$ cat src/hdl/qbp_pkg.sv
// Function
// - first general port bits reset to one, held only by weak pullup
// - third general port bits reset to one, held only by weak pullup
// - upper-address port resets to weak-pullup high, acting as plain i/o
// - latch at one means input; pin level is read back from outside
// - writing zero turns on strong pulldown until one written or reset
// - writing one over a zero fires a brief strong pull-high driver
// - after that pulse a weak sustaining pullup takes over
// - after the pulse the pin is output-high and readable input again
// - first port bit 0 is timer three i/o, bit 1 its trigger
// - first port bits 2 and 3 carry second serial receive and transmit
// - first port bits 4 and 6 interrupt on rising edge
// - first port bits 5 and 7 interrupt on falling edge
// - upper-address port drives high address byte during external accesses
// - page mode one puts high and low address bytes on upper port
// - page mode two multiplexes high address byte with data byte
// - third port offers interrupt, serial, timer and strobe functions
// - third port map: rx, tx, irq0, irq1, t0, t1, write, read
package qbp_pkg;
   localparam int unsigned PORT_W = 8;
   localparam int unsigned PULSE_CYC_DEF = 1;
   // first port bit positions
   localparam int unsigned P1_T3IO = 0;
   localparam int unsigned P1_T3TRG = 1;
   localparam int unsigned P1_RX2 = 2;
   localparam int unsigned P1_TX2 = 3;
   localparam int unsigned P1_IRA = 4;
   localparam int unsigned P1_IFA = 5;
   localparam int unsigned P1_IRB = 6;
   localparam int unsigned P1_IFB = 7;
   // third port bit positions
   localparam int unsigned P3_RX0 = 0;
   localparam int unsigned P3_TX0 = 1;
   localparam int unsigned P3_IRQ0 = 2;
   localparam int unsigned P3_IRQ1 = 3;
   localparam int unsigned P3_T0 = 4;
   localparam int unsigned P3_T1 = 5;
   localparam int unsigned P3_WR = 6;
   localparam int unsigned P3_RD = 7;
   localparam logic [7:0] LATCH_RST = 8'hFF;
   typedef enum logic [1:0] {
      QBP_MODE_NORMAL = 2'h0,
      QBP_MODE_PAGE1 = 2'h1,
      QBP_MODE_PAGE2 = 2'h3
   } qbp_mode_e;
   typedef enum logic [1:0] {
      QBP_PH_ADDR = 2'h0,
      QBP_PH_LOW = 2'h1,
      QBP_PH_DATA = 2'h3
   } qbp_phase_e;
   // pad drive of one port
   typedef struct packed {
      logic [7:0] pull_dn;
      logic [7:0] strong_up;
      logic [7:0] weak_up;
   } qbp_drive_s;
   // external bus request from the core
   typedef struct packed {
      logic active;
      qbp_mode_e mode;
      qbp_phase_e phase;
      logic [15:0] addr;
      logic [7:0] data;
   } qbp_bus_s;
endpackage

$ cat src/hdl/qbp_bit.sv
`timescale 1ns/10ps
`default_nettype none
// one quasi-bidirectional pad bit
module qbp_bit #(
   parameter int unsigned PULSE_CYC = qbp_pkg::PULSE_CYC_DEF
) (
   input wire logic sys_clk_i,
   input wire logic reset_n_i,
   input wire logic level_i,
   output logic pull_dn_o,
   output logic strong_up_o,
   output logic weak_up_o
);
   localparam int unsigned CW = (PULSE_CYC < 2) ? 1 : $clog2(PULSE_CYC + 1);
   logic lvl_q;
   logic [CW-1:0] cnt_q;
   logic [CW-1:0] cnt_d;
   wire logic rise;

   if (PULSE_CYC < 1) begin : g_bad_pulse
      $error("pulse length must be at least one cycle");
   end

   assign rise = level_i & ~lvl_q;
   // pulse counter, reloaded on a zero-to-one write; a new zero cuts it so
   // the strong driver never fights the pulldown
   assign cnt_d = rise ? CW'(PULSE_CYC)
      : (!level_i ? '0 : ((cnt_q != '0) ? cnt_q - CW'(1) : cnt_q));

   // the strong driver is registered, so it starts one clock after the latch rises
   always_ff @(posedge sys_clk_i or negedge reset_n_i) begin
      if (!reset_n_i) begin
         lvl_q <= 1'b1;
         cnt_q <= '0;
         pull_dn_o <= 1'b0;
         strong_up_o <= 1'b0;
         weak_up_o <= 1'b1;
      end else begin
         lvl_q <= level_i;
         cnt_q <= cnt_d;
         pull_dn_o <= ~level_i;
         strong_up_o <= level_i & (cnt_d != '0);
         weak_up_o <= level_i;
      end
   end

   a_pulse_len: assert property (@(posedge sys_clk_i) disable iff (!reset_n_i)
      $rose(strong_up_o) |-> strong_up_o [*1] ##PULSE_CYC !strong_up_o)
      else $error("strong driver pulse length wrong");
   a_no_fight: assert property (@(posedge sys_clk_i) disable iff (!reset_n_i)
      pull_dn_o |-> !strong_up_o && !weak_up_o)
      else $error("pulldown while pulling up");
endmodule
`default_nettype wire

$ cat src/hdl/qbp_ports.sv
`timescale 1ns/10ps
`default_nettype none
module qbp_ports #(
   parameter int unsigned PULSE_CYC = qbp_pkg::PULSE_CYC_DEF
) (
   input wire logic sys_clk_i,
   input wire logic reset_n_i,
   // software port latch writes, one-cycle strobes
   input wire logic p1_wr_i,
   input wire logic p2_wr_i,
   input wire logic p3_wr_i,
   input wire logic [7:0] wr_data_i,
   // alternate-function outputs from peripherals, one means release
   input wire logic timer_three_ext_io_i,
   input wire logic second_serial_transmit_i,
   input wire logic first_serial_transmit_i,
   input wire logic wr_strobe_n_i,
   input wire logic rd_strobe_n_i,
   input wire qbp_pkg::qbp_bus_s bus_i,
   // pad levels
   input wire logic [7:0] p1_pin_i,
   input wire logic [7:0] p2_pin_i,
   input wire logic [7:0] p3_pin_i,
   output var qbp_pkg::qbp_drive_s p1_drv_o,
   output var qbp_pkg::qbp_drive_s p2_drv_o,
   output var qbp_pkg::qbp_drive_s p3_drv_o,
   // synchronised pin reads
   output logic [7:0] p1_rd_o,
   output logic [7:0] p2_rd_o,
   output logic [7:0] p3_rd_o,
   output logic timer_three_ext_io_o,
   output logic timer_three_capture_trigger_o,
   output logic second_serial_receive_o,
   output logic first_serial_receive_o,
   output logic ext_irq_zero_o,
   output logic ext_irq_one_o,
   output logic timer_zero_ext_input_o,
   output logic timer_one_ext_input_o,
   // edge-detect interrupt pulses, one cycle
   output logic ext_irq_rise_a_o,
   output logic ext_irq_fall_a_o,
   output logic ext_irq_rise_b_o,
   output logic ext_irq_fall_b_o
);
   localparam int unsigned W = qbp_pkg::PORT_W;

   // ****************************************
   // latches and input synchronisers
   // ****************************************
   logic [W-1:0] p1_lat_q;
   logic [W-1:0] p2_lat_q;
   logic [W-1:0] p3_lat_q;
   logic [3*W-1:0] meta_q;
   logic [3*W-1:0] sync_q;
   logic [W-1:0] p1_old_q;

   // latches come up at all ones so every pin is a weak-pullup input
   always_ff @(posedge sys_clk_i or negedge reset_n_i) begin
      if (!reset_n_i) begin
         p1_lat_q <= qbp_pkg::LATCH_RST;
         p2_lat_q <= qbp_pkg::LATCH_RST;
         p3_lat_q <= qbp_pkg::LATCH_RST;
      end else begin
         if (p1_wr_i) p1_lat_q <= wr_data_i;
         if (p2_wr_i) p2_lat_q <= wr_data_i;
         if (p3_wr_i) p3_lat_q <= wr_data_i;
      end
   end

   // two flops before any logic sees a pad; meta_q read only by sync_q
   always_ff @(posedge sys_clk_i or negedge reset_n_i) begin
      if (!reset_n_i) begin
         meta_q <= '1;
         sync_q <= '1;
         p1_old_q <= '1;
      end else begin
         meta_q <= {p3_pin_i, p2_pin_i, p1_pin_i};
         sync_q <= meta_q;
         p1_old_q <= sync_q[W-1:0];
      end
   end

   // ****************************************
   // effective output levels
   // ****************************************
   wire logic [W-1:0] p1_alt;
   wire logic [W-1:0] p3_alt;
   wire logic [W-1:0] p1_lvl;
   wire logic [W-1:0] p3_lvl;
   wire logic [W-1:0] p2_lvl;
   wire logic [W-1:0] p2_bus;

   // alternate outputs AND with the latch: latch must be one to let them through
   // second serial transmit gates bit 3
   assign p1_alt = {4'hF, second_serial_transmit_i, 3'h7};
   assign p1_lvl = p1_lat_q & p1_alt & {{(W-1){1'b1}}, timer_three_ext_io_i};
   assign p3_alt = {rd_strobe_n_i, wr_strobe_n_i, 4'hF, first_serial_transmit_i, 1'b1};
   assign p3_lvl = p3_lat_q & p3_alt;

   // high byte in every mode; low byte or data in page phases
   assign p2_bus = (bus_i.mode == qbp_pkg::QBP_MODE_PAGE1 && bus_i.phase == qbp_pkg::QBP_PH_LOW)
      ? bus_i.addr[7:0]
      : (bus_i.mode == qbp_pkg::QBP_MODE_PAGE2 && bus_i.phase == qbp_pkg::QBP_PH_DATA)
      ? bus_i.data
      : bus_i.addr[15:8];
   assign p2_lvl = bus_i.active ? p2_bus : p2_lat_q;

   // ****************************************
   // pad bit cells
   // ****************************************
   wire logic [3*W-1:0] lvl_all;
   wire logic [3*W-1:0] dn_all;
   wire logic [3*W-1:0] su_all;
   wire logic [3*W-1:0] wu_all;
   assign lvl_all = {p3_lvl, p2_lvl, p1_lvl};

   genvar gi;
   generate
      for (gi = 0; gi < 3 * W; gi++) begin : g_bit
         qbp_bit #(.PULSE_CYC(PULSE_CYC)) u_bit (
            .sys_clk_i(sys_clk_i),
            .reset_n_i(reset_n_i),
            .level_i(lvl_all[gi]),
            .pull_dn_o(dn_all[gi]),
            .strong_up_o(su_all[gi]),
            .weak_up_o(wu_all[gi])
         );
      end
   endgenerate

   assign p1_drv_o = '{pull_dn: dn_all[W-1:0], strong_up: su_all[W-1:0],
      weak_up: wu_all[W-1:0]};
   assign p2_drv_o = '{pull_dn: dn_all[2*W-1:W], strong_up: su_all[2*W-1:W],
      weak_up: wu_all[2*W-1:W]};
   assign p3_drv_o = '{pull_dn: dn_all[3*W-1:2*W], strong_up: su_all[3*W-1:2*W],
      weak_up: wu_all[3*W-1:2*W]};

   // ****************************************
   // read-back and alternate inputs
   // ****************************************
   wire logic [W-1:0] s1;
   wire logic [W-1:0] s3;
   assign s1 = sync_q[W-1:0];
   assign s3 = sync_q[3*W-1:2*W];

   // reads show the real pin, so an outside driver beats the weak pullup
   always_ff @(posedge sys_clk_i or negedge reset_n_i) begin
      if (!reset_n_i) begin
         p1_rd_o <= qbp_pkg::LATCH_RST;
         p2_rd_o <= qbp_pkg::LATCH_RST;
         p3_rd_o <= qbp_pkg::LATCH_RST;
         timer_three_ext_io_o <= 1'b1;
         timer_three_capture_trigger_o <= 1'b1;
         second_serial_receive_o <= 1'b1;
         first_serial_receive_o <= 1'b1;
         ext_irq_zero_o <= 1'b1;
         ext_irq_one_o <= 1'b1;
         timer_zero_ext_input_o <= 1'b1;
         timer_one_ext_input_o <= 1'b1;
         ext_irq_rise_a_o <= 1'b0;
         ext_irq_fall_a_o <= 1'b0;
         ext_irq_rise_b_o <= 1'b0;
         ext_irq_fall_b_o <= 1'b0;
      end else begin
         p1_rd_o <= s1;
         p2_rd_o <= sync_q[2*W-1:W];
         p3_rd_o <= s3;
         timer_three_ext_io_o <= s1[qbp_pkg::P1_T3IO];
         timer_three_capture_trigger_o <= s1[qbp_pkg::P1_T3TRG];
         second_serial_receive_o <= s1[qbp_pkg::P1_RX2];
         first_serial_receive_o <= s3[qbp_pkg::P3_RX0];
         ext_irq_zero_o <= s3[qbp_pkg::P3_IRQ0];
         ext_irq_one_o <= s3[qbp_pkg::P3_IRQ1];
         timer_zero_ext_input_o <= s3[qbp_pkg::P3_T0];
         timer_one_ext_input_o <= s3[qbp_pkg::P3_T1];
         ext_irq_rise_a_o <= s1[qbp_pkg::P1_IRA] & ~p1_old_q[qbp_pkg::P1_IRA];
         ext_irq_fall_a_o <= ~s1[qbp_pkg::P1_IFA] & p1_old_q[qbp_pkg::P1_IFA];
         ext_irq_rise_b_o <= s1[qbp_pkg::P1_IRB] & ~p1_old_q[qbp_pkg::P1_IRB];
         ext_irq_fall_b_o <= ~s1[qbp_pkg::P1_IFB] & p1_old_q[qbp_pkg::P1_IFB];
      end
   end

   // ****************************************
   // checks
   // ****************************************
   a_rise_edge: assert property (@(posedge sys_clk_i) disable iff (!reset_n_i)
      ext_irq_rise_a_o |-> $past(s1[qbp_pkg::P1_IRA]) && !$past(p1_old_q[qbp_pkg::P1_IRA]))
      else $error("rising interrupt without edge");
   a_fall_edge: assert property (@(posedge sys_clk_i) disable iff (!reset_n_i)
      (!s1[qbp_pkg::P1_IFB] && p1_old_q[qbp_pkg::P1_IFB]) |=> ext_irq_fall_b_o)
      else $error("falling edge missed");
   a_zero_holds: assert property (@(posedge sys_clk_i) disable iff (!reset_n_i)
      (p1_wr_i && !wr_data_i[qbp_pkg::P1_IRA]) |=> ##1 p1_drv_o.pull_dn[qbp_pkg::P1_IRA])
      else $error("pulldown not on after zero write");
   a_one_pulse: assert property (@(posedge sys_clk_i) disable iff (!reset_n_i)
      (p3_wr_i && wr_data_i[qbp_pkg::P3_T0] && !p3_lat_q[qbp_pkg::P3_T0])
      |=> ##1 p3_drv_o.strong_up[qbp_pkg::P3_T0] && p3_drv_o.weak_up[qbp_pkg::P3_T0])
      else $error("no strong pulse after one over zero");
   a_read_pin: assert property (@(posedge sys_clk_i) disable iff (!reset_n_i)
      ##3 1'b1 |-> p2_rd_o == $past(p2_pin_i, 3))
      else $error("read-back is not the pin level");
   a_page2_data: assert property (@(posedge sys_clk_i) disable iff (!reset_n_i)
      (bus_i.active && bus_i.mode == qbp_pkg::QBP_MODE_PAGE2 && bus_i.phase ==
      qbp_pkg::QBP_PH_DATA && bus_i.data[0] == 1'b0) |=> p2_drv_o.pull_dn[0])
      else $error("page two data not driven");
endmodule
`default_nettype wire

$ cat config.mk
export PLATFORM = sky130hd
export DESIGN_NAME = qbp_ports
export DESIGN_NICKNAME = d
export VERILOG_FILES = /design/src/hdl/qbp_pkg.sv /design/src/hdl/qbp_bit.sv /design/src/hdl/qbp_ports.sv
export SDC_FILE = /design/constraint.sdc
export NUM_CORES = 1
export LEC_CHECK = 0
export BUFFER_PORTS_ARGS = -buffer_cell sky130_fd_sc_hd__buf_4
export CAP_MARGIN = 20
export CORE_MARGIN = 1.5
export CORE_UTILIZATION = 25
export CTS_CLUSTER_DIAMETER = 40
export DETAILED_ROUTE_END_ITERATION = 16
export PLACE_DENSITY = 0.49
export SYNTH_ARGS = -nofsm -noshare
export SYNTH_HDL_FRONTEND = slang
export SYNTH_SLANG_ARGS = --single-unit
$ cat constraint.sdc
create_clock -name sys_clk_i -period 2.3 [get_ports sys_clk_i]
set_input_delay 0.46 -clock sys_clk_i [delete_from_list [all_inputs] [get_ports sys_clk_i]]
set_output_delay 0.46 -clock sys_clk_i [all_outputs]
set_load 0.02 [all_outputs]
# [Word-level counts from Yosys, hierarchy flattened]
# Index checks and enable logic that the tools add are counted.
[word_totals] regBits=204 input_bits=71 out_inout_bits=108 word_cells=328
[classes] n_addsub=24 n_eq_ne=4 n_mux=75 bitwise=107 reduce_logical=2
[ops] op="$mux 1" n=72
[ops] op="$and 1x1->1" n=52
[ops] op="$not 1->1" n=52
[ops] op="$and 8x8->8" n=3
[ops] op="$mux 8" n=3
[ops] op="$sub 1x1->1 const B" n=24
[ops] op="$eq 2x1->1 const B" n=2
[ops] op="$eq 2x2->1 const B" n=2
[ops] op="$logic_and 1x1->1" n=2

# [Depth between registers and ports, before layout]
# Gate-level depths: netlist of run 1.
[depth] ltp_word=8 ltp_mapped=5 ltp_nobuf=4

# [By module]
# From an unflattened synthesis of run 1, not the netlist that was laid out.
[unflattened] cells_unflattened=353 area_unflattened_um2=5899.4
[by_module_without_submodules] mod="qbp_ports" instances=1 cells_each=233 area_per_inst_um2=3647.2 seq_area_each_um2=2622.5
[by_module_without_submodules] mod="qbp_bit" instances=24 cells_each=5 area_per_inst_um2=93.8 seq_area_each_um2=76.3

# [Worst setup path before layout of run 1]
# OpenSTA, ideal clock, no wires.
[synth_timing] path_type="input to register" start="in bus_i[26] in the netlist's numbering" end="reg g_bit[14].u_bit.strong_up_o" setup_ps=123 arrival_time_ps=1263 required_ps=2177 slack_ps=913 stages=5 path_buffers=1 path_cell_list="buf_6 and4b_1 a2111o_1 o221ai_2 nor2_1"
[synth_between] elab_chain_cells=8 word_cells_on_any_way=11 cone_classes="eq/ne: 2; mux: 5; bitwise: 2; reduce/logical: 2"
[synth_lines] element="start, declared" line_no="qbp_ports.sv:19" rtl="input wire qbp_pkg::qbp_bus_s bus_i,"
[synth_lines] element="$eq 2x2->1" line_no="qbp_ports.sv:103" rtl=": (bus_i.mode == qbp_pkg::QBP_MODE_PAGE2 && bus_i.phase == qbp_pkg::QBP_PH_DATA)"
[synth_lines] element="$logic_and 1x1->1" line_no="qbp_ports.sv:103"
[synth_lines] element="$mux 8" line_no="qbp_ports.sv:104" rtl="? bus_i.data"
[synth_lines] element="$mux 8 *" line_no="qbp_ports.sv:102" rtl="? bus_i.addr[7:0]"
[synth_lines] element="$mux 8 *" line_no="qbp_ports.sv:106" rtl="assign p2_lvl = bus_i.active ? p2_bus : p2_lat_q;"
[synth_lines] element="$mux 1 / $and 1x1->1 (equally long branches)" line_no="qbp_bit.sv:28, qbp_bit.sv:24"
[synth_lines] element="$mux 1" line_no="qbp_bit.sv:27" rtl="assign cnt_d = rise ? CW'(PULSE_CYC)"
[synth_lines] element="$and 1x1->1 *" line_no="qbp_bit.sv:42" rtl="strong_up_o <= level_i & (cnt_d != '0);"
[synth_lines] element="end signal, assigned" line_no="qbp_bit.sv:42"
[synth_lines] element="end, declared" line_no="qbp_bit.sv:11" rtl="output logic strong_up_o,"
# Mark *: on every way between the ends. The rest lies on a longest branch, timed or not.
# A chain may end at the register's enable or synchronous reset.

==> run summary, run 1 <==
final setup violation count -> 0
total area of sequential cells -> 4450 µm²
Num CTS Buffers -> 17
root buf cell -> clkbuf_16
layout cells sized above 1 -> 67.9%
CTS H-tree lvls -> 4
Longest Clk Path Bufs -> 2
dpl ws -> 691 ps
startpoint type of the worst setup path -> flip-flop
Power Internal -> 5510 µW
Hold Vio Cnt, Final -> 0
Worst path top cell family by delay -> flip-flops
placeable core area -> 23,600 µm²
Sink Count -> 172
drt pass-1 iters -> 4
yosys warns -> 0
Iter 0 DRT Violations -> 71
sequential power share -> 47.2%
Die H -> 158 µm
unrepaired setup endpoints after global routing -> false
Worst Path Buf+Inv -> 1
crit-path max FO -> 2
placed cell areas -> 7200 µm²
initial antenna violation count -> 0
routed vias -> 3,192
combinational share of power -> 11.1%
fraction of power consumed by the clock network -> 41.7%
DP Wirelength -> 8.72 mm
fmax -> 0.640 GHz
Req. time, crit path -> 1840 ps
Multi-input gate area -> 840 µm²
clk_lat worst skew -> 410 ps
critical path type -> reg -> out
Filler cells -> 2,350
sequential share of the synthesized area -> 73.8%
FF+latch count, synth -> 172
Hold Crit Class -> in -> async
critical path capture point type -> output port
DRC -> 0
cell area after layout -> 7830 µm²
Switching Share -> 24.8%
Slew @ Worst Pin -> 546 ps
routed len/inst -> 14.0 µm
largest net degree at the start of global routing -> 61
max-slew violations -> 0
Site Rows -> 56
ANT cells -> 0
Initial Util -> 25.6%
post_cts resized -> 0
Setup WS post-layout -> 737 ps
total grt overflow -> 0
GP Congestion -> 0.811
Final min period -> 1560 ps
nets@finish -> 591
Peak VDD IR -> 399 µV
Post-synth EDFFs -> 0
Antenna Nets Post-Route -> 0
crit-path cells -> buf_4
Power Dens Cells -> 935 nW/µm²
Worst Hold Slack -> 14.4 ps
vias in the first global route -> 3,410
flop-to-flop setup slack -> 1340 ps
Primary FF master, synth -> dfstp_2
CTS Hold Bufs -> 0
port bufs -> 178
Worst-path clk slew -> 70 ps
net switching power -> 1820 µW
headroom to the max-slew limit -> 63.6%
status -> completed
post-CTS setup buffer count -> 0
Post-synth ARST share -> 100%
Mean Syn Cell Area -> 14.9 µm²
vias per inst -> 3.75
syn_nets -> 476
IO Pins -> 179
CTS tree -> built
Clock Skew -> 6.00 ps
slowest CP cell -> dfstp_2
Synth cell types -> 22
Die W -> 158 µm
Area Growth Syn to Fin -> 29.7%
P_leak -> 0.00356 µW
period utilisation layout -> 68.0%
Worst Path Arrival -> 1100 ps
Worst path max stage delay -> 550 ps
final WL -> 12.0 mm
setup tns final -> 0 ps
Synth Instances -> 405
Post-Syn Area -> 6040 µm²
Max Cap Viol -> 0
Die ar. -> 25,100 µm²
All-Layer GR Usage -> 9.57%
first-pass GRT wire length -> 17.9 mm
==> power by group through the flow <==
stage,Combinational (µW),Clock [µW],Sequential [µW]
finish,810,3060,3460
floorplan,508,0,3510
global placement,820,0,3500
CTS,830,3180,3470
detailed placement,830,0,3510
global route,877,3310,3490
==> metal layers <==
metal | global-route usage, % | part of all wire, %
met1 | 11.1 | 41
met2 | 16.0 | 51
met3 | 4.16 | 7.4
met4 | 2.80 | 0.86
met5 | 0 | 0
==> cell usage after synthesis (all sizes together) (5+ instances only) <==
master / count / area (µm²)
dfrtp: 52 / 1300
mux2: 16 / 180
o21ai: 16 / 80.1
and4b: 8 / 80.1
dfstp: 120 / 3150
buf: 84 / 636
a41oi: 5 / 81.3
nand2: 18 / 67.6
or3: 5 / 31.3
nor2b: 9 / 56.3
inv: 25 / 93.8
nor2: 29 / 109
o21bai: 5 / 37.5
==> cells by family (layout without fill, tap and decap cells) <==
group                  Yosys count  in the layout  synth area share [%]
flip-flops                     172            172                  73.8
multiplexers                    16             16                  2.98
AND/OR/NAND/NOR                 72             72                  6.32
buffers and inverters          113            241                  12.3
AO/OA/AOI/OAI                   32             32                  4.60
==> cells in the final DEF, fill, tap and decap left out, types with 4 or more instances in the layout <==
cell | netlist | routed
a41oi_2 | 5 | 5
and4b_1 | 8 | 8
buf_4 | 81 | 181
clkbuf_16 | 0 | 17
dfrtp_1 | 52 | 52
dfstp_2 | 120 | 120
inv_1 | 25 | 25
inv_6 | 0 | 5
mux2_2 | 16 | 16
nand2_1 | 18 | 18
nor2_1 | 29 | 29
nor2b_1 | 9 | 9
o21ai_0 | 12 | 12
o21ai_1 | 4 | 4
o21bai_1 | 5 | 5
or3_1 | 5 | 5
==> registers in the layout, summed over array words and instances, names as in the netlist <==
signal and cells:
timer_three_capture_trigger_o 1, ext_irq_zero_o 1, g_bit.u_bit.strong_up_o 24, g_bit.u_bit.pull_dn_o 24, p1_lat_q 8, timer_zero_ext_input_o 1
p1_rd_o 6, ext_irq_rise_b_o 1, timer_three_ext_io_o 1, ext_irq_rise_a_o 1, p2_lat_q 8, p3_lat_q 8
p3_rd_o 6, sync_q 24, ext_irq_fall_a_o 1, meta_q 24, ext_irq_fall_b_o 1, g_bit.u_bit.lvl_q 24
p2_rd_o 8
==> cell type report <==
| type | count | area share, % |
|---|---|---|
| Multi-Input combinational cell | 120 | 10.7 |
| Timing Repair Buffer | 184 | 18.0 |
| Sequential cell | 172 | 56.9 |
| Tap cell | 319 | 5.10 |
| Inverter | 25 | 1.20 |
| Clock buffer | 18 | 5.61 |
| Clock inverter | 14 | 2.52 |
==> stage by stage <==
step	power, µW	utilization (%)	instances
after detailed placement	4340	30.5	820
after global routing	7670	33.2	852
after floorplan	4020	-	405
final	7320	33.2	852
after global placement	4320	30.5	820
after CTS	7480	33.2	852
==> worst paths after layout <==
kind / from / endpoint / cells after the start
min: reset_n_i / ext_irq_rise_b_o$_DFF_PN0_ / 1
min in group sys_clk_i: p2_pin_i[4] / meta_q[12]$_DFF_PN1_ / 1
min reg2reg: meta_q[14]$_DFF_PN1_ / sync_q[14]$_DFF_PN1_ / 0
max: g_bit[8].u_bit.lvl_q$_DFF_PN1_ / p2_drv_o[0] / 1
max in group asynchronous: reset_n_i / g_bit[14].u_bit.lvl_q$_DFF_PN1_ / 2
max reg2reg: p2_lat_q[5]$_DFFE_PN1P_ / g_bit[13].u_bit.strong_up_o$_DFF_PN0_ / 3
Power figures use the tool's default switching activity.
==> run 2, diff against run 1 <==
clock period = 1.5 ns   (was 2.3 ns; I/O delays follow)
==> run 2 against run 1 <==
Effect of this change: clock skew up 0.60 ps; sequential share of layout area fell by 1.3 points; sequential cell count stayed put; first-iteration DRC count up 25%; global-route usage up 0.24 points; combinational power rose by 60%; sequential power up 53%; hold slack improved by 64 ps; utilization up 0.78 points; largest power group unchanged; highest routed layer unchanged.
==> run summary, run 2 (synthesis results as in run 1) <==
status -> completed
worst setup path start -> g_bit[21].u_bit.lvl_q$_DFF_PN1_
CTS Hold Bufs -> 25
Filler cells -> 2,314
combinational share of power -> 12.1%
FF-to-FF path depth -> 3
total grt overflow -> 0
CTS H-tree lvls -> 4
Worst Path Arrival -> 1100 ps
root buf cell -> clkbuf_16
routed vias -> 3,292
Worst R2R End -> g_bit[13].u_bit.strong_up_o$_DFF_PN0_
post_cts resized -> 0
headroom to the max-slew limit -> 74.5%
All-Layer GR Usage -> 9.81%
CP Depth -> 1
Worst path max stage delay -> 550 ps
Longest Clk Path Bufs -> 2
placed cell areas -> 7210 µm²
Max Cap Viol -> 0
Power Dens Cells -> 1340 nW/µm²
cell area after layout -> 8020 µm²
CTS tree -> built
flop-to-flop setup slack -> 540 ps
first-pass GRT wire length -> 18.3 mm
Die H -> 158 µm
Peak VDD IR -> 666 µV
Hold Crit Class -> in -> reg
Final min period -> 1400 ps
Clock Skew -> 6.60 ps
r2r startpoint -> p2_lat_q[5]$_DFFE_PN1P_
fmax -> 0.714 GHz
commonest non-fill, non-tap cell in the layout -> buf_4
crit-path cells -> buf_4
Site Rows -> 56
Iter 0 DRT Violations -> 89
critical path capture point type -> output port
Antenna Nets Post-Route -> 0
most frequent cells in the layout -> 183 x buf_4, 120 x dfstp_2, 52 x dfrtp_1
port bufs -> 178
DRC -> 0
vias in the first global route -> 3,463
IO Pins -> 179
largest net degree at the start of global routing -> 43
Worst Path Buf+Inv -> 1
critical path type -> reg -> out
CP Capture Point -> p3_drv_o[5]
unrepaired setup endpoints after global routing -> false
final setup violation count -> 0
net switching power -> 2790 µW
sequential power share -> 49.4%
Area Growth Syn to Fin -> 32.8%
Die W -> 158 µm
vias per inst -> 3.75
Switching Share -> 26.0%
startpoint type of the worst setup path -> flip-flop
fraction of power consumed by the clock network -> 38.5%
P_leak -> 0.00363 µW
drt pass-1 iters -> 4
Die ar. -> 25,100 µm²
clk_lat worst skew -> 410 ps
Sink Count -> 172
Hold Vio Cnt, Final -> 0
slowest CP cell -> dfstp_2
placeable core area -> 23,600 µm²
ANT cells -> 0
routed len/inst -> 13.6 µm
DP Wirelength -> 8.72 mm
GP Congestion -> 0.755
Slew @ Worst Pin -> 382 ps
Worst path top cell family by delay -> flip-flops
Num CTS Buffers -> 17
initial antenna violation count -> 0
crit-path max FO -> 2
max-slew violations -> 0
period utilisation layout -> 93.4%
setup tns final -> 0 ps
post-CTS setup buffer count -> 0
nets@finish -> 618
Req. time, crit path -> 1200 ps
Worst-path clk slew -> 70 ps
Power Internal -> 7940 µW
layout cells sized above 1 -> 64.8%
Initial Util -> 25.6%
final WL -> 12.0 mm
-- run 2: cell count changes in the layout (fill, tap and decap cells not counted) --
cell | before | now
clkbuf_8 | 1 | 0
inv_4 | 1 | 0
clkinvlp_4 | 1 | 2
inv_6 | 5 | 6
dlygate4sd3_1 | 0 | 25
clkinv_2 | 0 | 2
buf_4 | 181 | 183
bufinv_16 | 3 | 0
clkbuf_1 | 0 | 1
-- run 2: worst min-delay path by stage --
| stage | from | endpoint | slack [ps] | cells past startpoint |
|---|---|---|---|---|
| floorplan | reset_n_i | ext_irq_fall_a_o$_DFF_PN0_ | 4 | 0 |
| global placement | reset_n_i | g_bit[5].u_bit.strong_up_o$_DFF_PN0_ | 230 | 1 |
| detailed placement | reset_n_i | g_bit[18].u_bit.pull_dn_o$_DFF_PN0_ | 240 | 1 |
| CTS | wr_strobe_n_i | g_bit[22].u_bit.pull_dn_o$_DFF_PN0_ | 50 | 2 |
| global route | wr_strobe_n_i | g_bit[22].u_bit.pull_dn_o$_DFF_PN0_ | 50 | 2 |
| finish | wr_strobe_n_i | g_bit[22].u_bit.pull_dn_o$_DFF_PN0_ | 80 | 2 |
-- run 2: layout make-up --
cell class	instances	area [µm²]	area share, %
flip-flops and latches	172	4450	55.5
clock inverters	14	128	1.59
repair buffers	211	1680	20.9
clock buffers	18	429	5.35
multi-input cells	120	840	10.5
well taps	319	399	4.98
inverters	25	93.8	1.17
-- run 2: through the flow --
step / setup slack [ps] / instances / total power (µW) / hold slack, ps / utilization, %
3_5_place_dp: 88.5 / 822 / 6660 / 240 / 30.5
5_1_grt: 44.9 / 879 / 11300 / 49.4 / 34.0
6_report: 98.5 / 879 / 10700 / 78.1 / 34.0
2_1_floorplan: 273 / 405 / 6160 / 4.41 / -
3_3_place_gp: 127 / 822 / 6630 / 234 / 30.5
4_1_cts: 61.6 / 879 / 11000 / 49.8 / 34.0
-- run 2: power groups by stage --
stage               Clock [µW]  Combinational [µW]  Sequential (µW)
floorplan                    0                 779             5380
global placement             0                1260             5370
detailed placement           0                1280             5380
CTS                       4330                1330             5310
global route              4530                1410             5340
finish                    4120                1300             5300
-- run 2: per-layer routing --
metal	track usage (%)	vias up	wire length (µm)
met5	0	-	0
met4	3.20	0	125
met3	4.11	9	872
met2	15.7	108	5980
met1	11.9	1670	5010
li1	-	1505	-
==> run 3, diff against run 2 <==
CORE_MARGIN = unset   (was 1.5)
CTS_CLUSTER_DIAMETER = unset   (was 40)
==> run 3 against run 2 <==
Effect of this change: sequential share of layout area fell by 0.55 points; register-to-register slack barely moved; critical path depth did not move; global-route usage rose by 0.11 points; largest cell class unchanged.
==> run summary, run 3 (synthesis results as in run 1) <==
Peak VDD IR -> 675 µV
status -> completed
post-CTS setup buffer count -> 0
placeable core area -> 23,600 µm²
P_leak -> 0.00366 µW
drt pass-1 iters -> 4
Worst Path Buf+Inv -> 1
Slew @ Worst Pin -> 382 ps
root buf cell -> clkbuf_16
Worst path top cell family by delay -> flip-flops
worst setup path start -> g_bit[20].u_bit.lvl_q$_DFF_PN1_
max-slew violations -> 0
Filler cells -> 2,347
nets@finish -> 616
Die ar. -> 24,800 µm²
Die W -> 157 µm
initial antenna violation count -> 0
total area of sequential cells -> 4450 µm²
final setup violation count -> 0
final WL -> 11.9 mm
Die H -> 157 µm
crit-path cells -> buf_4
hold path startpoint -> timer_three_ext_io_i
slowest CP cell -> dfstp_2
Worst Path Arrival -> 1100 ps
r2r startpoint -> p2_lat_q[0]$_DFFE_PN1P_
headroom to the max-slew limit -> 74.5%
Site Rows -> 56
routed len/inst -> 13.5 µm
Hold Crit Class -> in -> reg
period utilisation layout -> 93.7%
clk_lat worst skew -> 420 ps
vias per inst -> 3.74
Initial Util -> 25.6%
most frequent cells in the layout -> 180 x buf_4, 120 x dfstp_2, 52 x dfrtp_1
Multi-input gate area -> 840 µm²
commonest non-fill, non-tap cell in the layout -> buf_4
Iter 0 DRT Violations -> 71
Max Cap Viol -> 0
largest net degree at the start of global routing -> 45
vias in the first global route -> 3,485
Final min period -> 1400 ps
Req. time, crit path -> 1200 ps
Worst-path clk slew -> 70 ps
ANT cells -> 0
Sink Count -> 172
CTS H-tree lvls -> 4
unrepaired setup endpoints after global routing -> false
Antenna Nets Post-Route -> 0
Num CTS Buffers -> 17
DRC -> 0
critical path type -> reg -> out
Hold Vio Cnt, Final -> 0
DP Wirelength -> 8.51 mm
first-pass GRT wire length -> 18.2 mm
setup tns final -> 0 ps
startpoint type of the worst setup path -> flip-flop
All-Layer GR Usage -> 9.91%
Clock Skew -> 7.18 ps
post_cts resized -> 0
crit-path max FO -> 2
DP Cell Count -> 820
routed vias -> 3,278
layout cells sized above 1 -> 64.9%
GP Congestion -> 0.791
fmax -> 0.712 GHz
CTS tree -> built
CTS Hold Bufs -> 25
total grt overflow -> 0
port bufs -> 178
Longest Clk Path Bufs -> 2
critical path capture point type -> output port
Power Dens Cells -> 1380 nW/µm²
IO Pins -> 179
fin cells -> 877
Worst path max stage delay -> 540 ps
Area Growth Syn to Fin -> 34.1%
==> run 3: stage by stage <==
stage / hold slack (ps) / util, % / worst slack (ps) / total power, µW / instance area [µm²]
2_1_floorplan: 4.41 / - / 273 / 6160 / 6040
3_5_place_dp: 237 / 30.5 / 42.7 / 6660 / 7210
3_3_place_gp: 237 / 30.5 / 94.8 / 6630 / 7210
5_1_grt: 51.9 / 34.3 / 35.1 / 11700 / 8100
4_1_cts: 41.3 / 34.3 / 63.5 / 11400 / 8100
6_report: 65.4 / 34.3 / 95.2 / 11200 / 8100
==> run 3: final cells by class <==
type	instances	area share, %
clock buffer	17	5.25
clock inverter	15	2.64
inverter	25	1.16
multi-input combinational	120	10.4
sequential	172	55.0
tap	319	4.93
timing repair buffer	209	20.7
==> run 3: path summary, 6_finish.rpt <==
| check | endpoint | slack, ps | cells after the start |
|---|---|---|---|
| worst min-delay path | g_bit[0].u_bit.pull_dn_o$_DFF_PN0_ | 70 | 2 |
| worst max register to register | g_bit[8].u_bit.strong_up_o$_DFF_PN0_ | 540 | 3 |
| max in group asynchronous | meta_q[9]$_DFF_PN1_ | 520 | 3 |
| worst max-delay path | p3_drv_o[4] | 100 | 1 |
| worst min register to register | sync_q[23]$_DFF_PN1_ | 350 | 0 |
| min in group asynchronous | ext_irq_fall_a_o$_DFF_PN0_ | 360 | 2 |
==> run 3: layer usage <==
metal | vias to the layer above | GRT usage, % | routed length [µm]
li1 | 1502 | - | -
met1 | 1661 | 11.5 | 5010
met2 | 102 | 16.3 | 5910
met3 | 13 | 4.41 | 832
met4 | 0 | 3.33 | 129
met5 | - | 0 | 0
==> run 3: report_power, final <==
| part | leakage, µW | internal [µW] | switching (µW) |
|---|---|---|---|
| Combinational | 0.00146 | 586 | 709 |
| Sequential | 0.00189 | 5150 | 146 |
| Clock | 0.000306 | 2460 | 2130 |
